===== src/lqm_pkg.sv =====
// Notes on behaviour
// - Compare only when enabled and 100M link valid
// - Threshold at max or min disables comparison
// - Control bits 14:10 ignore writes, read zero
// - Bit 9 flags frequency control above high
// - Bit 8 flags frequency control below low
// - Bit 7 flags frequency offset above high
// - Bit 6 flags frequency offset below low
// - Bit 5 flags baseline wander above high
// - Bit 4 flags baseline wander below low
// - Bit 3 flags gain control above high
// - Bit 2 flags gain control below low
// - Bit 1 flags equalizer coefficient above high
// - Bit 0 flags equalizer coefficient below low
// - Warning flags read-only, cleared by reading
// - No threshold writes while powered down
// - Sample trigger captures selected parameter for reading
// - Write strobe stores value into selected threshold
// - Write strobe self-clears, always reads zero
// - Three-bit select picks parameter for both uses
// - Control read clears flags, re-arms interrupt
// - Interrupt only when monitor interrupt enabled
`default_nettype none

package lqm_pkg;

  // ****************************************************************
  // Register map
  // ****************************************************************
  localparam logic [4:0]  CTRL_ADDR        = 5'h1D;
  localparam logic [4:0]  DATA_ADDR        = 5'h1E;
  localparam int          CTRL_ENABLE_BIT  = 15;
  localparam int          FLAG_W           = 10;
  localparam int          DATA_SAMPLE_BIT  = 13;
  localparam int          DATA_STROBE_BIT  = 12;
  localparam int          SEL_LSB          = 9;
  localparam int          SEL_W            = 3;
  localparam int          THR_SEL_BIT      = 8;
  localparam int          THR_VAL_W        = 8;
  localparam logic        CTRL_ENABLE_RST  = 1'b0;
  localparam logic [9:0]  FLAGS_RST        = 10'h000;
  localparam logic [15:0] RDATA_RST        = 16'h0000;

  // ****************************************************************
  // Parameters and thresholds
  // ****************************************************************
  localparam int          NUM_PARAMS       = 5;
  localparam int          NUM_THR          = 10;
  localparam logic [2:0]  PSEL_EQ_COEF     = 3'h0;
  localparam logic [2:0]  PSEL_GAIN        = 3'h1;
  localparam logic [2:0]  PSEL_WANDER      = 3'h2;
  localparam logic [2:0]  PSEL_OFFSET      = 3'h3;
  localparam logic [2:0]  PSEL_FREQ_CTRL   = 3'h4;
  localparam logic [7:0]  THR_MAX          = 8'hFF;
  localparam logic [7:0]  THR_MIN          = 8'h00;
  localparam logic [7:0]  THR_HIGH_RST     = 8'hFF;
  localparam logic [7:0]  THR_LOW_RST      = 8'h00;

  typedef logic [THR_VAL_W-1:0] param_val_t;
  typedef logic [3:0]           thr_idx_t;
  typedef logic [SEL_W-1:0]     param_sel_t;

  // Low threshold of parameter p sits at 2p, high at 2p+1
  function automatic thr_idx_t thr_index(input param_sel_t sel, input logic high);
    return {sel, high};
  endfunction : thr_index

  function automatic logic param_valid(input param_sel_t sel);
    return (sel <= PSEL_FREQ_CTRL);
  endfunction : param_valid

endpackage : lqm_pkg

`default_nettype wire


===== src/lqm_thr_if.sv =====
`default_nettype none

interface lqm_thr_if;
  import lqm_pkg::*;

  logic       wr_en;
  thr_idx_t   wr_idx;
  param_val_t wr_data;
  param_val_t thr [NUM_THR];

  modport store (input wr_en, input wr_idx, input wr_data, output thr);
  modport user  (output wr_en, output wr_idx, output wr_data, input thr);
endinterface : lqm_thr_if

`default_nettype wire


===== src/lqm_threshold_store.sv =====
`default_nettype none

module lqm_threshold_store
  import lqm_pkg::*;
(
  input  wire logic    i_clk_sys,
  input  wire logic    i_sys_rst,
  lqm_thr_if.store     bus
);

  // ****************************************************************
  // Threshold array, comparisons start disabled
  // ****************************************************************
  always_ff @(posedge i_clk_sys) begin
    if (i_sys_rst) begin
      for (int i = 0; i < NUM_THR; i++) begin
        bus.thr[i] <= (i % 2 == 1) ? THR_HIGH_RST : THR_LOW_RST;
      end
    end else if (bus.wr_en && (bus.wr_idx < thr_idx_t'(NUM_THR))) begin
      bus.thr[bus.wr_idx] <= bus.wr_data;
    end
  end

endmodule : lqm_threshold_store

`default_nettype wire


===== src/lqm_compare.sv =====
`default_nettype none

module lqm_compare
  import lqm_pkg::*;
(
  input  wire logic       i_active,
  input  wire param_val_t i_value,
  input  wire param_val_t i_high,
  input  wire param_val_t i_low,
  output logic            o_high_viol,
  output logic            o_low_viol
);

  // Extremes can never be exceeded, so they switch a check off
  assign o_high_viol = i_active && (i_high != THR_MAX) && (i_value > i_high);
  assign o_low_viol  = i_active && (i_low != THR_MIN) && (i_value < i_low);

endmodule : lqm_compare

`default_nettype wire


===== src/link_quality_monitor_regs.sv =====
`default_nettype none

module link_quality_monitor_regs
  import lqm_pkg::*;
(
  input  wire logic        i_clk_sys,
  input  wire logic        i_sys_rst,
  input  wire logic [4:0]  i_reg_addr,
  input  wire logic        i_reg_wr,
  input  wire logic        i_reg_rd,
  input  wire logic [15:0] i_reg_wdata,
  output logic      [15:0] o_reg_rdata,
  input  wire logic        i_link_100_ok,
  input  wire logic        i_power_down,
  input  wire logic        i_irq_enable,
  input  wire param_val_t  i_equalizer_first_coef,
  input  wire param_val_t  i_digital_gain_ctrl,
  input  wire param_val_t  i_digital_wander_comp,
  input  wire param_val_t  i_freq_offset,
  input  wire param_val_t  i_freq_ctrl,
  output logic             o_quality_irq,
  output logic             o_monitor_active
);

  // ****************************************************************
  // Decode
  // ****************************************************************
  logic              ctrl_wr;
  logic              ctrl_rd;
  logic              data_wr;
  logic              data_rd;
  param_sel_t        wr_sel;
  logic              active;
  logic              monitor_enable;
  logic [FLAG_W-1:0] flags;
  logic [FLAG_W-1:0] viol;
  logic [FLAG_W-1:0] next_flags;
  logic              new_flag;
  logic              irq_armed;
  logic              sample_trigger;
  param_sel_t        quality_param_select;
  logic              threshold_select;
  param_val_t        sample_val;
  param_val_t        values [NUM_PARAMS];
  param_val_t        thr_readback;
  logic [15:0]       next_rdata;

  lqm_thr_if thr_bus ();

  assign ctrl_wr = i_reg_wr && (i_reg_addr == CTRL_ADDR);
  assign ctrl_rd = i_reg_rd && (i_reg_addr == CTRL_ADDR);
  assign data_wr = i_reg_wr && (i_reg_addr == DATA_ADDR);
  assign data_rd = i_reg_rd && (i_reg_addr == DATA_ADDR);
  assign wr_sel  = i_reg_wdata[SEL_LSB +: SEL_W];
  assign active  = monitor_enable && i_link_100_ok;

  assign values[PSEL_EQ_COEF]   = i_equalizer_first_coef;
  assign values[PSEL_GAIN]      = i_digital_gain_ctrl;
  assign values[PSEL_WANDER]    = i_digital_wander_comp;
  assign values[PSEL_OFFSET]    = i_freq_offset;
  assign values[PSEL_FREQ_CTRL] = i_freq_ctrl;

  // ****************************************************************
  // Control register: enable only, reserved bits not stored
  // ****************************************************************
  always_ff @(posedge i_clk_sys) begin
    if (i_sys_rst) begin
      monitor_enable <= CTRL_ENABLE_RST;
    end else if (ctrl_wr) begin
      monitor_enable <= i_reg_wdata[CTRL_ENABLE_BIT];
    end
  end

  always_ff @(posedge i_clk_sys) begin
    if (i_sys_rst) begin
      o_monitor_active <= 1'b0;
    end else begin
      o_monitor_active <= active;
    end
  end

  // ****************************************************************
  // Data register fields
  // ****************************************************************
  always_ff @(posedge i_clk_sys) begin
    if (i_sys_rst) begin
      sample_trigger       <= 1'b0;
      quality_param_select <= PSEL_EQ_COEF;
      threshold_select     <= 1'b0;
    end else if (data_wr) begin
      sample_trigger       <= i_reg_wdata[DATA_SAMPLE_BIT];
      quality_param_select <= wr_sel;
      threshold_select     <= i_reg_wdata[THR_SEL_BIT];
    end
  end

  // Snapshot keeps the value steady while software reads it back
  always_ff @(posedge i_clk_sys) begin
    if (i_sys_rst) begin
      sample_val <= THR_MIN;
    end else if (data_wr && i_reg_wdata[DATA_SAMPLE_BIT]) begin
      sample_val <= param_valid(wr_sel) ? values[wr_sel] : THR_MIN;
    end
  end

  // Strobe is never stored, so it cannot read back as one
  assign thr_bus.wr_en   = data_wr && i_reg_wdata[DATA_STROBE_BIT]
                           && !i_power_down && param_valid(wr_sel);
  assign thr_bus.wr_idx  = thr_index(wr_sel, i_reg_wdata[THR_SEL_BIT]);
  assign thr_bus.wr_data = i_reg_wdata[THR_VAL_W-1:0];

  lqm_threshold_store u_store (
    .i_clk_sys (i_clk_sys),
    .i_sys_rst (i_sys_rst),
    .bus       (thr_bus.store)
  );

  // ****************************************************************
  // Comparators, flag bit 2p+1 high and 2p low for parameter p
  // ****************************************************************
  for (genvar p = 0; p < NUM_PARAMS; p++) begin : g_cmp
    lqm_compare u_cmp (
      .i_active    (active),
      .i_value     (values[p]),
      .i_high      (thr_bus.thr[2*p+1]),
      .i_low       (thr_bus.thr[2*p]),
      .o_high_viol (viol[2*p+1]),
      .o_low_viol  (viol[2*p])
    );
  end

  // ****************************************************************
  // Sticky flags, a new violation beats the read clear
  // ****************************************************************
  assign next_flags = (flags & ~{FLAG_W{ctrl_rd}}) | viol;
  assign new_flag   = |(viol & ~flags);

  always_ff @(posedge i_clk_sys) begin
    if (i_sys_rst) begin
      flags <= FLAGS_RST;
    end else begin
      flags <= next_flags;
    end
  end

  // One request per arming; a control read re-arms it
  always_ff @(posedge i_clk_sys) begin
    if (i_sys_rst) begin
      irq_armed     <= 1'b1;
      o_quality_irq <= 1'b0;
    end else if (new_flag && irq_armed && i_irq_enable) begin
      irq_armed     <= 1'b0;
      o_quality_irq <= 1'b1;
    end else if (ctrl_rd) begin
      irq_armed     <= 1'b1;
      o_quality_irq <= 1'b0;
    end
  end

  // ****************************************************************
  // Read back
  // ****************************************************************
  always_comb begin
    thr_readback = THR_MIN;
    if (param_valid(quality_param_select)) begin
      thr_readback = thr_bus.thr[thr_index(quality_param_select, threshold_select)];
    end
    next_rdata = RDATA_RST;
    if (ctrl_rd) begin
      next_rdata[CTRL_ENABLE_BIT]  = monitor_enable;
      next_rdata[FLAG_W-1:0]       = flags;
    end else if (data_rd) begin
      next_rdata[DATA_SAMPLE_BIT]       = sample_trigger;
      next_rdata[SEL_LSB +: SEL_W]      = quality_param_select;
      next_rdata[THR_SEL_BIT]           = threshold_select;
      next_rdata[THR_VAL_W-1:0]         = sample_trigger ? sample_val : thr_readback;
    end
  end

  always_ff @(posedge i_clk_sys) begin
    if (i_sys_rst) begin
      o_reg_rdata <= RDATA_RST;
    end else if (i_reg_rd) begin
      o_reg_rdata <= next_rdata;
    end
  end
endmodule : link_quality_monitor_regs

`default_nettype wire


===== config.mk =====
export PLATFORM = sky130hd
export DESIGN_NAME = link_quality_monitor_regs
export DESIGN_NICKNAME = d
export VERILOG_FILES = /design/src/lqm_pkg.sv /design/src/lqm_thr_if.sv /design/src/lqm_threshold_store.sv /design/src/lqm_compare.sv /design/src/link_quality_monitor_regs.sv
export SDC_FILE = /design/constraint.sdc
export NUM_CORES = 1
export LEC_CHECK = 0
export ABC_AREA = 1
export BUFFER_PORTS_ARGS = -buffer_cell sky130_fd_sc_hd__buf_4
export CAP_MARGIN = 20
export CORE_MARGIN = 8
export CORE_UTILIZATION = 25
export DETAILED_ROUTE_END_ITERATION = 8
export PLACE_DENSITY = 0.36
export SLEW_MARGIN = 25
export SYNTH_ARGS = -nofsm -noshare
export SYNTH_HDL_FRONTEND = slang
export SYNTH_HIERARCHICAL = 1
export SYNTH_SLANG_ARGS = --single-unit

===== constraint.sdc =====
create_clock -name i_clk_sys -period 2.1 [get_ports i_clk_sys]
set_input_delay 0 -clock i_clk_sys [delete_from_list [all_inputs] [get_ports i_clk_sys]]
set_output_delay 0 -clock i_clk_sys [all_outputs]
set_load 0.005 [all_outputs]

Word level (Yosys, flattened, before mapping):

Index checks and enable logic that the tools add are counted.
Widths: inputs -> output; s select.

* div/mod/pow operators: 0
* $add $sub $neg: 0
* bitwise gates (word level): 8
* multiplexer cells: 22
* $mul: 0
* shift-type cells: 0
* reduce and logical (&&, ||, !) cells: 41
* eq/ne operators: 7
* order comparisons: 17

Operators by type and width (number)
* $bwmux 80: 1
* $mux 8: 8
* $gt 8x8->1: 5
* $lt 8x8->1: 5
* $ne 8x8->1 const B: 5
* $reduce_bool 8->1: 5
* $logic_and 1x1->1: 33
* $bmux 8 s4: 1
* $demux 8 s4: 1
* $bmux 8 s3: 1
* $and 10x10->10: 2
* $not 10->10: 2
* $mux 12: 1
* $eq 5x5->1 const B: 2
* $ge 5x5->1 const B: 2
* $mux 10: 1
* $not 4->5: 2
* $or 10x10->10: 1
* $reduce_or 10->1: 1
* $mux 1: 7
* $le 3x3->1 const B: 2
* $lt 5x1->1 const B: 1
* $ge 4x4->1 const B: 1
* $lt 4x4->1 const B: 1
* other kinds (4): 4

* bits in latches: 0
* bits in registers: 121
* bits in writable memories: 0
* input port bits: 68
* word-level logic and storage cells: 115
* output and inout bits: 18
* memories kept: 0
* memory bits (read-only): 0

Depth between registers and ports, before layout:

Gate-level depths: netlist (run 1).

* depth in word-level cells: 8
* mapped depth: 16
* gate-level depth less buffers: 16

Cells and area by module:

Netlist (run 1), hierarchy kept.

By module, submodules not included
* lqm_threshold_store: cells an instance 437, instances 1, area an instance 3334.4 sq um
* link_quality_monitor_regs: cells an instance 487, instances 1, area an instance 3006.6 sq um
* lqm_compare at g_cmp[0].u_cmp ...: cells an instance 87, instances 4, area an instance 486.7 sq um
* lqm_compare at g_cmp[4].u_cmp: cells an instance 88, instances 1, area an instance 486.7 sq um

Worst setup path after synthesis (run 1):

No wires, ideal clock.

* path type: input -> register
* start: in i_reg_addr[3]
* end: reg u_store.bus.thr[56]
* path slack: 0.410 ns
* stages on the path: 12
* setup time: 0.113 ns
* required time: 1.987 ns
* data arrival time: 1.577 ns
* path buffers: 3
* cell sequence: nand2_2 nor2_4 nand2_4 nor2_8 inv_1 nor4b_1 clkbuf_2 buf_2 buf_1 nand4_1 nand2_1 nor2_1

* word-level cells in the longest chain between the ends: 6

RTL lines
* start: declaration: RTL line link_quality_monitor_regs.sv:8 `input wire logic [4:0] i_reg_addr,`
* $eq 5x5->1: RTL line link_quality_monitor_regs.sv:52 `assign data_wr = i_reg_wr && (i_reg_addr == DATA_ADDR);`
* $logic_and 1x1->1: RTL line link_quality_monitor_regs.sv:52
* $logic_and 1x1->1: RTL line link_quality_monitor_regs.sv:107 `assign thr_bus.wr_en = data_wr && i_reg_wdata[DATA_STROBE_BIT]`
* $logic_and 1x1->1 (2 in series): RTL line link_quality_monitor_regs.sv:108 `&& !i_power_down && param_valid(wr_sel);`
* via thr_bus.wr_en: RTL line lqm_thr_if.sv:6 `logic wr_en;`
* $logic_and 1x1->1: RTL line lqm_threshold_store.sv:19 `end else if (bus.wr_en && (bus.wr_idx < thr_idx_t'(NUM_THR))) begin`
* end signal: indexed assignment: RTL line lqm_threshold_store.sv:17 `bus.thr[i] <= (i % 2 == 1) ? THR_HIGH_RST : THR_LOW_RST;`
* end signal: indexed assignment: RTL line lqm_threshold_store.sv:20 `bus.thr[bus.wr_idx] <= bus.wr_data;`
* end: declaration: RTL line lqm_thr_if.sv:11 `modport store (input wr_en, input wr_idx, input wr_data, output thr);`

The timed path passes the listed nets, and every way through them passes these cells.
A chain may end at the register's enable or synchronous reset.

Worst setup path after layout (run 1):

* start: reg monitor_enable
* end: reg irq_armed

* word-level cells in the longest chain between the ends: 8
* elaborated cells between the ends (all ways): 27
* classes of those cells: 1 x mux; 1 x bitwise; 25 x reduce/logical

RTL lines
* start: declaration: RTL line link_quality_monitor_regs.sv:34 `logic monitor_enable;`
* start signal: assignment: RTL line link_quality_monitor_regs.sv:70 `monitor_enable <= i_reg_wdata[CTRL_ENABLE_BIT];`
* $logic_and 1x1->1 (*): RTL line link_quality_monitor_regs.sv:55 `assign active = monitor_enable && i_link_100_ok;`
* via active: RTL line link_quality_monitor_regs.sv:33 `logic active;`
* $logic_and 1x1->1 (*) (2 in series): RTL line lqm_compare.sv:16 `assign o_low_viol = i_active && (i_low != THR_MIN) && (i_value < i_low);`
* via viol[8]: RTL line link_quality_monitor_regs.sv:36 `logic [FLAG_W-1:0] viol;`
* $and 10x10->10 (*): RTL line link_quality_monitor_regs.sv:136 `assign new_flag = |(viol & ~flags);`
* $reduce_or 10->1 (*): RTL line link_quality_monitor_regs.sv:136
* $logic_and 1x1->1 (*) (2 in series): RTL line link_quality_monitor_regs.sv:151 `end else if (new_flag && irq_armed && i_irq_enable) begin`
* $mux 1 or $reduce_bool 2->1 (tied branches)
* end signal: assignment: RTL line link_quality_monitor_regs.sv:149 `irq_armed <= 1'b1;`
* end signal: assignment: RTL line link_quality_monitor_regs.sv:152 `irq_armed <= 1'b0;`
* end signal: assignment: RTL line link_quality_monitor_regs.sv:155 `irq_armed <= 1'b1;`
* end: declaration: RTL line link_quality_monitor_regs.sv:39 `logic irq_armed;`

Mark *: on every way through the listed nets, which the timed path passes. The rest lies on a longest branch.

==> results of run 1 <==
## worst paths after layout
path / to / slack, ns / cells after the start
worst min register to register: o_reg_rdata[15]$_SDFFE_PP0P_ / 0.46 / 2
worst max register to register: irq_armed$_SDFFE_PP1P_ / 0.17 / 15
worst min-delay path: o_reg_rdata[0]$_SDFFE_PP0P_ / 0.03 / 3
worst max-delay path: irq_armed$_SDFFE_PP1P_ / 0.17 / 15
## Yosys cell counts, drive strengths merged
library cell  number
buf               40
or2                2
o21ai             55
nand3             90
nand4             84
dfxtp            121
a21oi             87
nor4b              1
clkbuf            13
inv              177
a21o               5
ha                75
a31oi              2
nand2            370
o211ai             5
o22ai              9
nor3               2
conb               1
nor2             221
## state kept, by name, summed over array words and instances, names as in the netlist
register	count
u_store/bus.thr	80
sample_trigger	1
flags	10
o_monitor_active	1
monitor_enable	1
o_reg_rdata	14
irq_armed	1
sample_val	8
o_quality_irq	1
quality_param_select	3
threshold_select	1
## worst min-delay path: stages
cell,delay (ns)
buf_4,0.18
o21ai_0,0.17
a21oi_1,0.06
## power by group through the flow
stage	clock network [mW]	registers [mW]	logic, mW
2_1_floorplan	0	2.36	0.373
3_3_place_gp	0	2.36	0.762
3_5_place_dp	0	2.36	0.759
4_1_cts	3.08	2.31	0.793
5_1_grt	3.17	2.31	0.864
6_report	3.00	2.31	0.795
## area by class of cell
type	instances	share of cell area, %
sequential	121	21.2
multi-input combinational	1010	47.4
inverter	177	5.89
clock buffer	18	3.85
timing repair buffer	212	15.4
clock inverter	14	1.29
tap	455	4.99
## through the flow
step	setup TNS, ns	instances	util (%)
finish	0	2007	33.0
global route	0	2007	33.0
CTS	0	2007	33.0
detailed placement	-0.0143	1945	30.4
global placement	-0.00585	1945	30.4
floorplan	0	1361	-
## metal layers
| metal | track usage [%] | wire, um |
|---|---|---|
| met5 | 0 | 0 |
| met4 | 7.36 | 1210 |
| met3 | 3.44 | 1880 |
| met2 | 28.4 | 16800 |
| met1 | 27.8 | 20500 |
## repair_timing
item	in CTS	in global routing
pin swaps	0	0
hold endpoints to repair	58	0
hold buffers	30	0
gates resized for setup	1	7
endpoints found under the setup margin	1	2
## kinds of logic after synthesis
logic type,count (synthesis),synth area share [%]
and+or+nand+nor,770,39.6
buffers and inverters,230,11.2
AOI/OAI and AO/OA,163,10.9
DFF,121,27.6
adders and majority gates,75,10.7
other,1,0.0427
==> results.cfg, run 1 <==
[outcome]
status = completed

[drt]
viasPerCell = 4.68
final_antenna_net_count = 0
routed_wl_um = 40400
dr.pass1.iters = 5
wire_per_inst_um = 20.1
vias = 9384
drt_iter0_drc = 797
drc = 0

[sta]
slew_viol_final = 0
finClkSkew_ns = 0.0123
layout_setup_ws_ns = 0.166
slew_headroom_pct = 53.5
post-route-period-util_pct = 92.1
finalCriticalPeriod_ns = 1.93
fmax_ghz = 0.517
final_hold_viol_count = 0
rsz0062_at_grt = false
holdWs_ns = 0.0334
worstMarginPinSlew_ns = 0.697
setup_violations = 0

[synth]
netlist_area_sq_um = 8770
synth_cells = 1360
ys_types = 39
netlist.area_leader.share_pct = 27.6
synth_seq_area_share_pct = 27.6
synth_warnings = 6
synth_area_leaders = dfxtp_1, nand2_1, ha_1
ys_ff_latch = 121
synth_top_area_cell = dfxtp_1
synth_area_per_cell_sq_um = 6.45

[worst_setup_path]
cp.required_ns = 2.41
worst_path_largest_cell_delay_ns = 0.33
cp_common_cell = nand2_1
crit_buf_inv = 4
cp_max_fo = 4
crit_arrival_ns = 2.24
endpoint_kind = register
startpoint = monitor_enable$_SDFFE_PP0P_
critPathSlowestCell = dfxtp_1
rr_startpoint = monitor_enable$_SDFFE_PP0P_
critical_path_class = register to register
cp-start-kind = register
critPathTopFamily = compound AO/OA/AOI/OAI gates
crit_chain = nand2_1 > inv_2 > buf_12 > buf_4 > nand2_1 > a21oi_2 > nand3_1 > a21oi_2 > inv_1 > o22ai_1 > a21oi_1 > nand3_1 > nand2_1 > nand2_1 > nand2_1

[power]
power_mw = 6.11
power_switching_mw = 1.75
p_leak_nw = 5.67
power_switching_share_pct = 28.6
seqPwrFrac_pct = 37.8
peakVddDrop_mv = 0.486
pwr-share-comb_pct = 13.0
powerDensity_nw_per_um2 = 535
pwr-share-clk_pct = 49.1
p_int_mw = 4.36

[floorplan]
die-area_sq_um = 41300
io_pins = 86
die_w_um = 203
start_util_pct = 25.4
coreArea_sq_um = 34500
die_h_um = 203
fp-row-count = 68

[finish]
layout_commonest_cell = nand2_1
drive_gt1_share_pct = 20.6
fillers = 3901
multi_input_area_sq_um = 5410
area_growth_pct = 30.1
final_area_sq_um = 11400
fin_nets = 1682
antennaDiodeCount = 0
mostFrequentLayoutCells = nand2_1, nor2_1, buf_4
area.sequential_sq_um = 2420

[cts]
cts_buffers = 17
cts_max_level = 4
cts_tree = yes
cts_buffer_depth = 2
cts_setup_buffers = 0
cts_root_buf = clkbuf_16
clkTransAtPathRegs_ns = 0.06
clock_latency_ns = 0.43
cts.sinks = 121

[global_routing]
grt_usage_pct = 19.4
grt_max_degree = 81
grt_pass1_wl_um = 59600
grt_overflow_total = 0
grt_pass1_vias = 9236
antenna_found_initial = 0

[placement]
place_ws_ns = -0.0143
place_area_sq_um = 10500
portBuffers = 82
gp_congestion = 0.807
dp.final_hpwl_um = 31300

[run]
cap_violations = 0

[min_path]
holdCritStartpoint = i_reg_rd
hold_class = primary input to register
Power figures use the tool's default switching activity.
==> inputs of run 2 (changes only) <==
- CORE_ASPECT_RATIO: default -> 0.9
- HOLD_SLACK_MARGIN: default -> 0.02
==> run 2 against run 1 <==
Compared with the run above: power is 4.1% higher; final cell count is 0.85% lower; fmax is 1.4% lower; setup slack worse by 0.027 ns; sequential share of layout area is 0.33 points higher; wire length is 3.8% lower; clock skew is 0.00088 ns higher; critical path depth is 8 lower; sequential cell count stayed put; register-to-register slack worse by 0.03 ns; non-clock buffer count is 31 lower; critical endpoint is now o_reg_rdata[5]$_SDFFE_PP0P_; largest cell class unchanged; largest power group unchanged.
==> results.cfg, run 2 (synthesized netlist as in run 1, its figures left out) <==
[outcome]
status = completed

[sta]
finalCriticalPeriod_ns = 1.96
setup_violations = 0
holdWs_ns = 0.0418
slew_viol_final = 0
post-route-period-util_pct = 93.3
worstMarginPinSlew_ns = 0.749
fmax_ghz = 0.510
final_hold_viol_count = 0
slew_headroom_pct = 50.0
finClkSkew_ns = 0.0132

[min_path]
hold_path_depth = 6
hold_class = primary input to register
holdCritStartpoint = i_reg_addr[0]

[drt]
final_antenna_net_count = 0
viasPerCell = 4.62
drc = 0
wl_met1_um = 18700
route.met3.wl_um = 1940
dr.pass1.iters = 5
maxUsedRoutingLayer = met4
drt_iter0_drc = 773
wire_per_inst_um = 19.5
vias = 9200
routed_wl_um = 38800
route.met2.wl_um = 17100

[finish]
drive_gt1_share_pct = 19.4
regMostFlops = u_store/bus.thr
top_regs = u_store/bus.thr (80), o_reg_rdata (14), flags (10)
largest_reg_flops = 80
area_growth_pct = 28.1
layout_commonest_cell = nand2_1
fin_nets = 1651
stdcell_count = 1990
fillers = 3968
mostFrequentLayoutCells = nand2_1, nor2_1, inv_1
antennaDiodeCount = 0

[worst_setup_path]
critical_path_class = register to register
crit_chain = inv_1 > nand2_1 > nor2_1 > nand2_1 > nand2_1 > nand2_1 > a21oi_1
rr_startpoint = quality_param_select[2]$_SDFFE_PP0P_
worst_path_largest_cell_delay_ns = 0.59
critPathTopFamily = simple AND/OR/NAND/NOR gates
cp-start-kind = register
cp_max_fo = 14
crit_buf_inv = 1
crit_cells = 7
critPathSlowestCell = inv_1
cp_common_cell = nand2_1
endpoint_kind = register
crit_arrival_ns = 2.32
cp.required_ns = 2.46
r2r_cells = 7
startpoint = quality_param_select[2]$_SDFFE_PP0P_

[floorplan]
start_util_pct = 25.2
die-area_sq_um = 41400
coreArea_sq_um = 34800
io_pins = 86
fp-row-count = 65
die_w_um = 213
die_h_um = 194

[power]
powerDensity_nw_per_um2 = 565
p_leak_nw = 5.54
peakVddDrop_mv = 0.486

[cts]
cts.sinks = 121
clock_latency_ns = 0.43
cts_root_buf = clkbuf_16
cts_max_level = 4
cts_tree = yes
cts_buffer_depth = 2
cts_buffers = 17
clkTransAtPathRegs_ns = 0.07

[placement]
dp.final_hpwl_um = 30000
gp_congestion = 0.872
place_inst = 1934
portBuffers = 82

[global_routing]
grt_pass1_wl_um = 57300
grt_pass1_vias = 9057
grt_overflow_total = 0
grt_max_degree = 52
grt_usage_pct = 18.7
antenna_found_initial = 0

[run]
cap_violations = 0
[run 2: changes by cell type in the layout (fill, tap and decap cells not counted), sizes merged]
| cell | change |
|---|---|
| inv | +5 |
| clkinv | -4 |
| dlygate4sd3 | -6 |
| clkbuf | -1 |
| bufinv | +1 |
| clkinvlp | -1 |
| buf | -25 |
[run 2: area by class of cell]
cell class | count | area [sq um] | area share (%)
Inverter | 177 | 672 | 5.98
Clock inverter | 15 | 206 | 1.84
Clock buffer | 17 | 425 | 3.78
Timing Repair Buffer | 181 | 1500 | 13.4
Sequential cell | 121 | 2420 | 21.6
Multi-Input combinational cell | 1010 | 5420 | 48.3
Tap cell | 469 | 587 | 5.22
[run 2: repair_timing]
| item | in CTS | in global routing |
|---|---|---|
| endpoints found under the hold margin | 60 | 0 |
| setup buffers | 0 | 0 |
| setup endpoints to repair | 0 | 2 |
| hold buffers | 24 | 0 |
| gates resized for setup | 0 | 10 |
[run 2: worst reg2reg max path, stage by stage, from the launching register on]
cell     delay, ns
dfxtp_1       0.39
inv_1         0.59
nand2_1       0.29
nor2_1        0.22
nand2_1       0.13
nand2_1       0.08
nand2_1       0.07
a21oi_1       0.13
[run 2: per-layer routing]
metal	vias to the layer above	GRT usage, %
met5	-	0
met4	0	6.14
met3	46	3.07
met2	217	28.9
met1	4224	26.0
li1	4713	-
[run 2: worst paths after layout]
path | slack [ns] | to
setup / recovery | 0.14 | o_reg_rdata[5]$_SDFFE_PP0P_
hold / removal | 0.04 | o_reg_rdata[10]$_SDFFE_PP0P_
setup reg to reg | 0.14 | o_reg_rdata[5]$_SDFFE_PP0P_
hold reg to reg | 0.47 | o_reg_rdata[11]$_SDFFE_PP0P_
[run 2: through the flow]
stage	setup TNS, ns	utilization (%)	power [mW]	instance area (sq um)	setup WS (ns)
2_1_floorplan	0	-	2.73	8780	0.410
3_3_place_gp	0	29.6	3.13	10300	0.0990
3_5_place_dp	0	29.6	3.13	10300	0.0748
4_1_cts	0	32.2	6.44	11200	0.0649
5_1_grt	-0.000217	32.3	6.60	11200	-0.000217
6_report	0	32.3	6.35	11200	0.140
[run 2: power by group]
| part | internal [mW] | switching (mW) | total, mW |
|---|---|---|---|
| logic | 0.275 | 0.523 | 0.799 |
| registers | 2.30 | 0.00713 | 2.31 |
| clock network | 1.92 | 1.33 | 3.25 |
==> inputs of run 3 (changes only) <==
- CORE_UTILIZATION: 25 -> 30
- PLACE_DENSITY: 0.36 -> 0.42
- RECOVER_POWER: default -> 100
- SKIP_CTS_REPAIR_TIMING: default -> 1
==> run 3 against run 2 <==
Compared with the run above: the flow now finishes with violations (negative hold slack); power fell by 3.1%; combinational power decreased by 5.5%; clock skew rose by 0.0025 ns; via count is 0.43% higher; worst hold slack got worse by 0.064 ns; core utilization increased by 5.9 points; highest routed layer unchanged.
==> results.cfg, run 3 (synthesized netlist as in run 1, its figures left out) <==
[finish]
regMostFlops = u_store/bus.thr
final_area_sq_um = 11000
drive_gt1_share_pct = 19.3
mostFrequentLayoutCells = nand2_1, nor2_1, inv_1
layout_commonest_cell = nand2_1
fin_nets = 1657
fin_util_pct = 38.2
largest_reg_flops = 80
top_regs = u_store/bus.thr (80), o_reg_rdata (14), flags (10)
stdcell_count = 1923
fillers = 3186
antennaDiodeCount = 0
area_growth_pct = 25.7

[cts]
cts_tree = yes
cts_buffers = 17
clkTransAtPathRegs_ns = 0.07
cts_root_buf = clkbuf_16
cts_buffer_depth = 2
cts.sinks = 121
cts_max_level = 4
clock_latency_ns = 0.43

[global_routing]
antenna_found_initial = 0
grt_pass1_vias = 8721
grt_max_degree = 81
grt_usage_pct = 20.9
grt_overflow_total = 0
grt_pass1_wl_um = 54500

[drt]
routed_wl_um = 36600
drt_iter0_drc = 715
vias = 9240
viasPerCell = 4.80
drc = 0
final_antenna_net_count = 0
wire_per_inst_um = 19.0
dr.pass1.iters = 5

[worst_setup_path]
reg2reg_slack_ns = 0.17
endpoint_kind = register
worst_path_largest_cell_delay_ns = 0.33
r2r-end = irq_armed$_SDFFE_PP1P_
rr_startpoint = u_store/bus.thr[69]$_SDFFE_PP1P_
critical_path_class = register to register
cp_common_cell = nand2_1
r2r_cells = 13
crit_chain = inv_1 > ha_1 > nand2_1 > nor2_2 > nand2_1 > a21oi_4 > inv_2 > o22ai_2 > nor3_1 > nand3_1 > nand2_1 > nand2_1 > nand2_1
cp.required_ns = 2.41
critPathSlowestCell = dfxtp_1
cp-start-kind = register
cp_max_fo = 2
crit_arrival_ns = 2.24

[power]
p_int_mw = 4.36
pwr-share-clk_pct = 50.2
peakVddDrop_mv = 0.523
pwr-share-comb_pct = 12.3
power_switching_mw = 1.80
seqPwrFrac_pct = 37.5
p_leak_nw = 5.51
power_switching_share_pct = 29.2
powerDensity_nw_per_um2 = 558
power_mw = 6.16

[sta]
finalSetupTns_ns = 0
slew_headroom_pct = 57.0
rsz0062_at_grt = false
holdWs_ns = -0.0219
final_hold_viol_count = 1
setup_violations = 0
post-route-period-util_pct = 91.9
worstMarginPinSlew_ns = 0.644
finalCriticalPeriod_ns = 1.93
slew_viol_final = 0
finClkSkew_ns = 0.0157
fmax_ghz = 0.518

[run]
cap_violations = 0

[outcome]
status = finished with violations
violations = negative hold slack

[min_path]
worstHoldEndpoint = sample_val[0]$_SDFFE_PP0P_
hold_path_depth = 5
hold_class = primary input to register
holdCritStartpoint = i_freq_ctrl[0]

[floorplan]
start_util_pct = 30.4
fp-row-count = 59
coreArea_sq_um = 28900
die_h_um = 178
io_pins = 86
die-area_sq_um = 35000
die_w_um = 196

[placement]
dp.final_hpwl_um = 28100
place_area_sq_um = 10300
gp_congestion = 0.867
place_inst = 1872
portBuffers = 82
==> run 3: cell count changes in the layout (fill, tap and decap cells not counted), moves of 4 or more <==
cell / delta
a21oi_1: +8
a21oi_2: -8
buf_4: -8
clkbuf_2: +4
clkbuf_4: +17
dlygate4sd3_1: -7
nor2_4: -4
==> run 3: how the worst max path moves through the flow <==
stage | from | end | slack [ns] | cells past startpoint
after global placement | u_store/bus.thr[67]$_SDFFE_PP1P_ | irq_armed$_SDFFE_PP1P_ | 0.06 | 16
after detailed placement | u_store/bus.thr[67]$_SDFFE_PP1P_ | irq_armed$_SDFFE_PP1P_ | 0.07 | 16
final | u_store/bus.thr[69]$_SDFFE_PP1P_ | irq_armed$_SDFFE_PP1P_ | 0.17 | 13
after CTS | u_store/bus.thr[67]$_SDFFE_PP1P_ | irq_armed$_SDFFE_PP1P_ | 0.06 | 16
after global routing | monitor_enable$_SDFFE_PP0P_ | irq_armed$_SDFFE_PP1P_ | 0.003 | 14
after floorplan | i_reg_addr[3] | u_store/bus.thr[56]$_SDFFE_PP0P_ | 0.41 | 12
==> run 3: worst max-delay path, delay by kind of cell, from the launching register on <==
family	cells	cell delay [ns]
fa+ha+maj	1	0.29
simple gates	8	0.62
compound gates	2	0.46
flops	1	0.33
buf+inv	2	0.10
==> run 3: metal layers <==
layer  global-route usage [%]  up-vias  wire length [um]
met2                     31.3      277             15500
met5                        0        -                 0
met1                     29.8     4208             18000
met4                     6.66        0               886
li1                         -     4714                 -
met3                     3.62       41              2260
==> run 3: power by group through the flow <==
stage	Sequential, mW	Clock, mW	Combinational [mW]
global route	2.31	3.22	0.828
detailed placement	2.36	0	0.737
floorplan	2.36	0	0.373
global placement	2.36	0	0.736
CTS	2.31	3.14	0.740
finish	2.31	3.09	0.755
==> run 3: stage by stage <==
step | setup slack, ns | hold WS, ns
after detailed placement | 0.0667 | 0.257
after global placement | 0.0629 | 0.256
after CTS | 0.0583 | -0.198
after floorplan | 0.410 | 0.143
final | 0.169 | -0.0219
after global routing | 0.00337 | 0.0279
==> run 3: cell type report <==
| type | count | area [sq um] | area share (%) |
|---|---|---|---|
| tap | 396 | 495 | 4.49 |
| sequential | 121 | 2420 | 22.0 |
| clock buffer | 17 | 425 | 3.86 |
| inverter | 177 | 669 | 6.07 |
| timing repair buffer | 187 | 1490 | 13.5 |
| clock inverter | 15 | 179 | 1.62 |
| multi-input combinational | 1010 | 5340 | 48.5 |
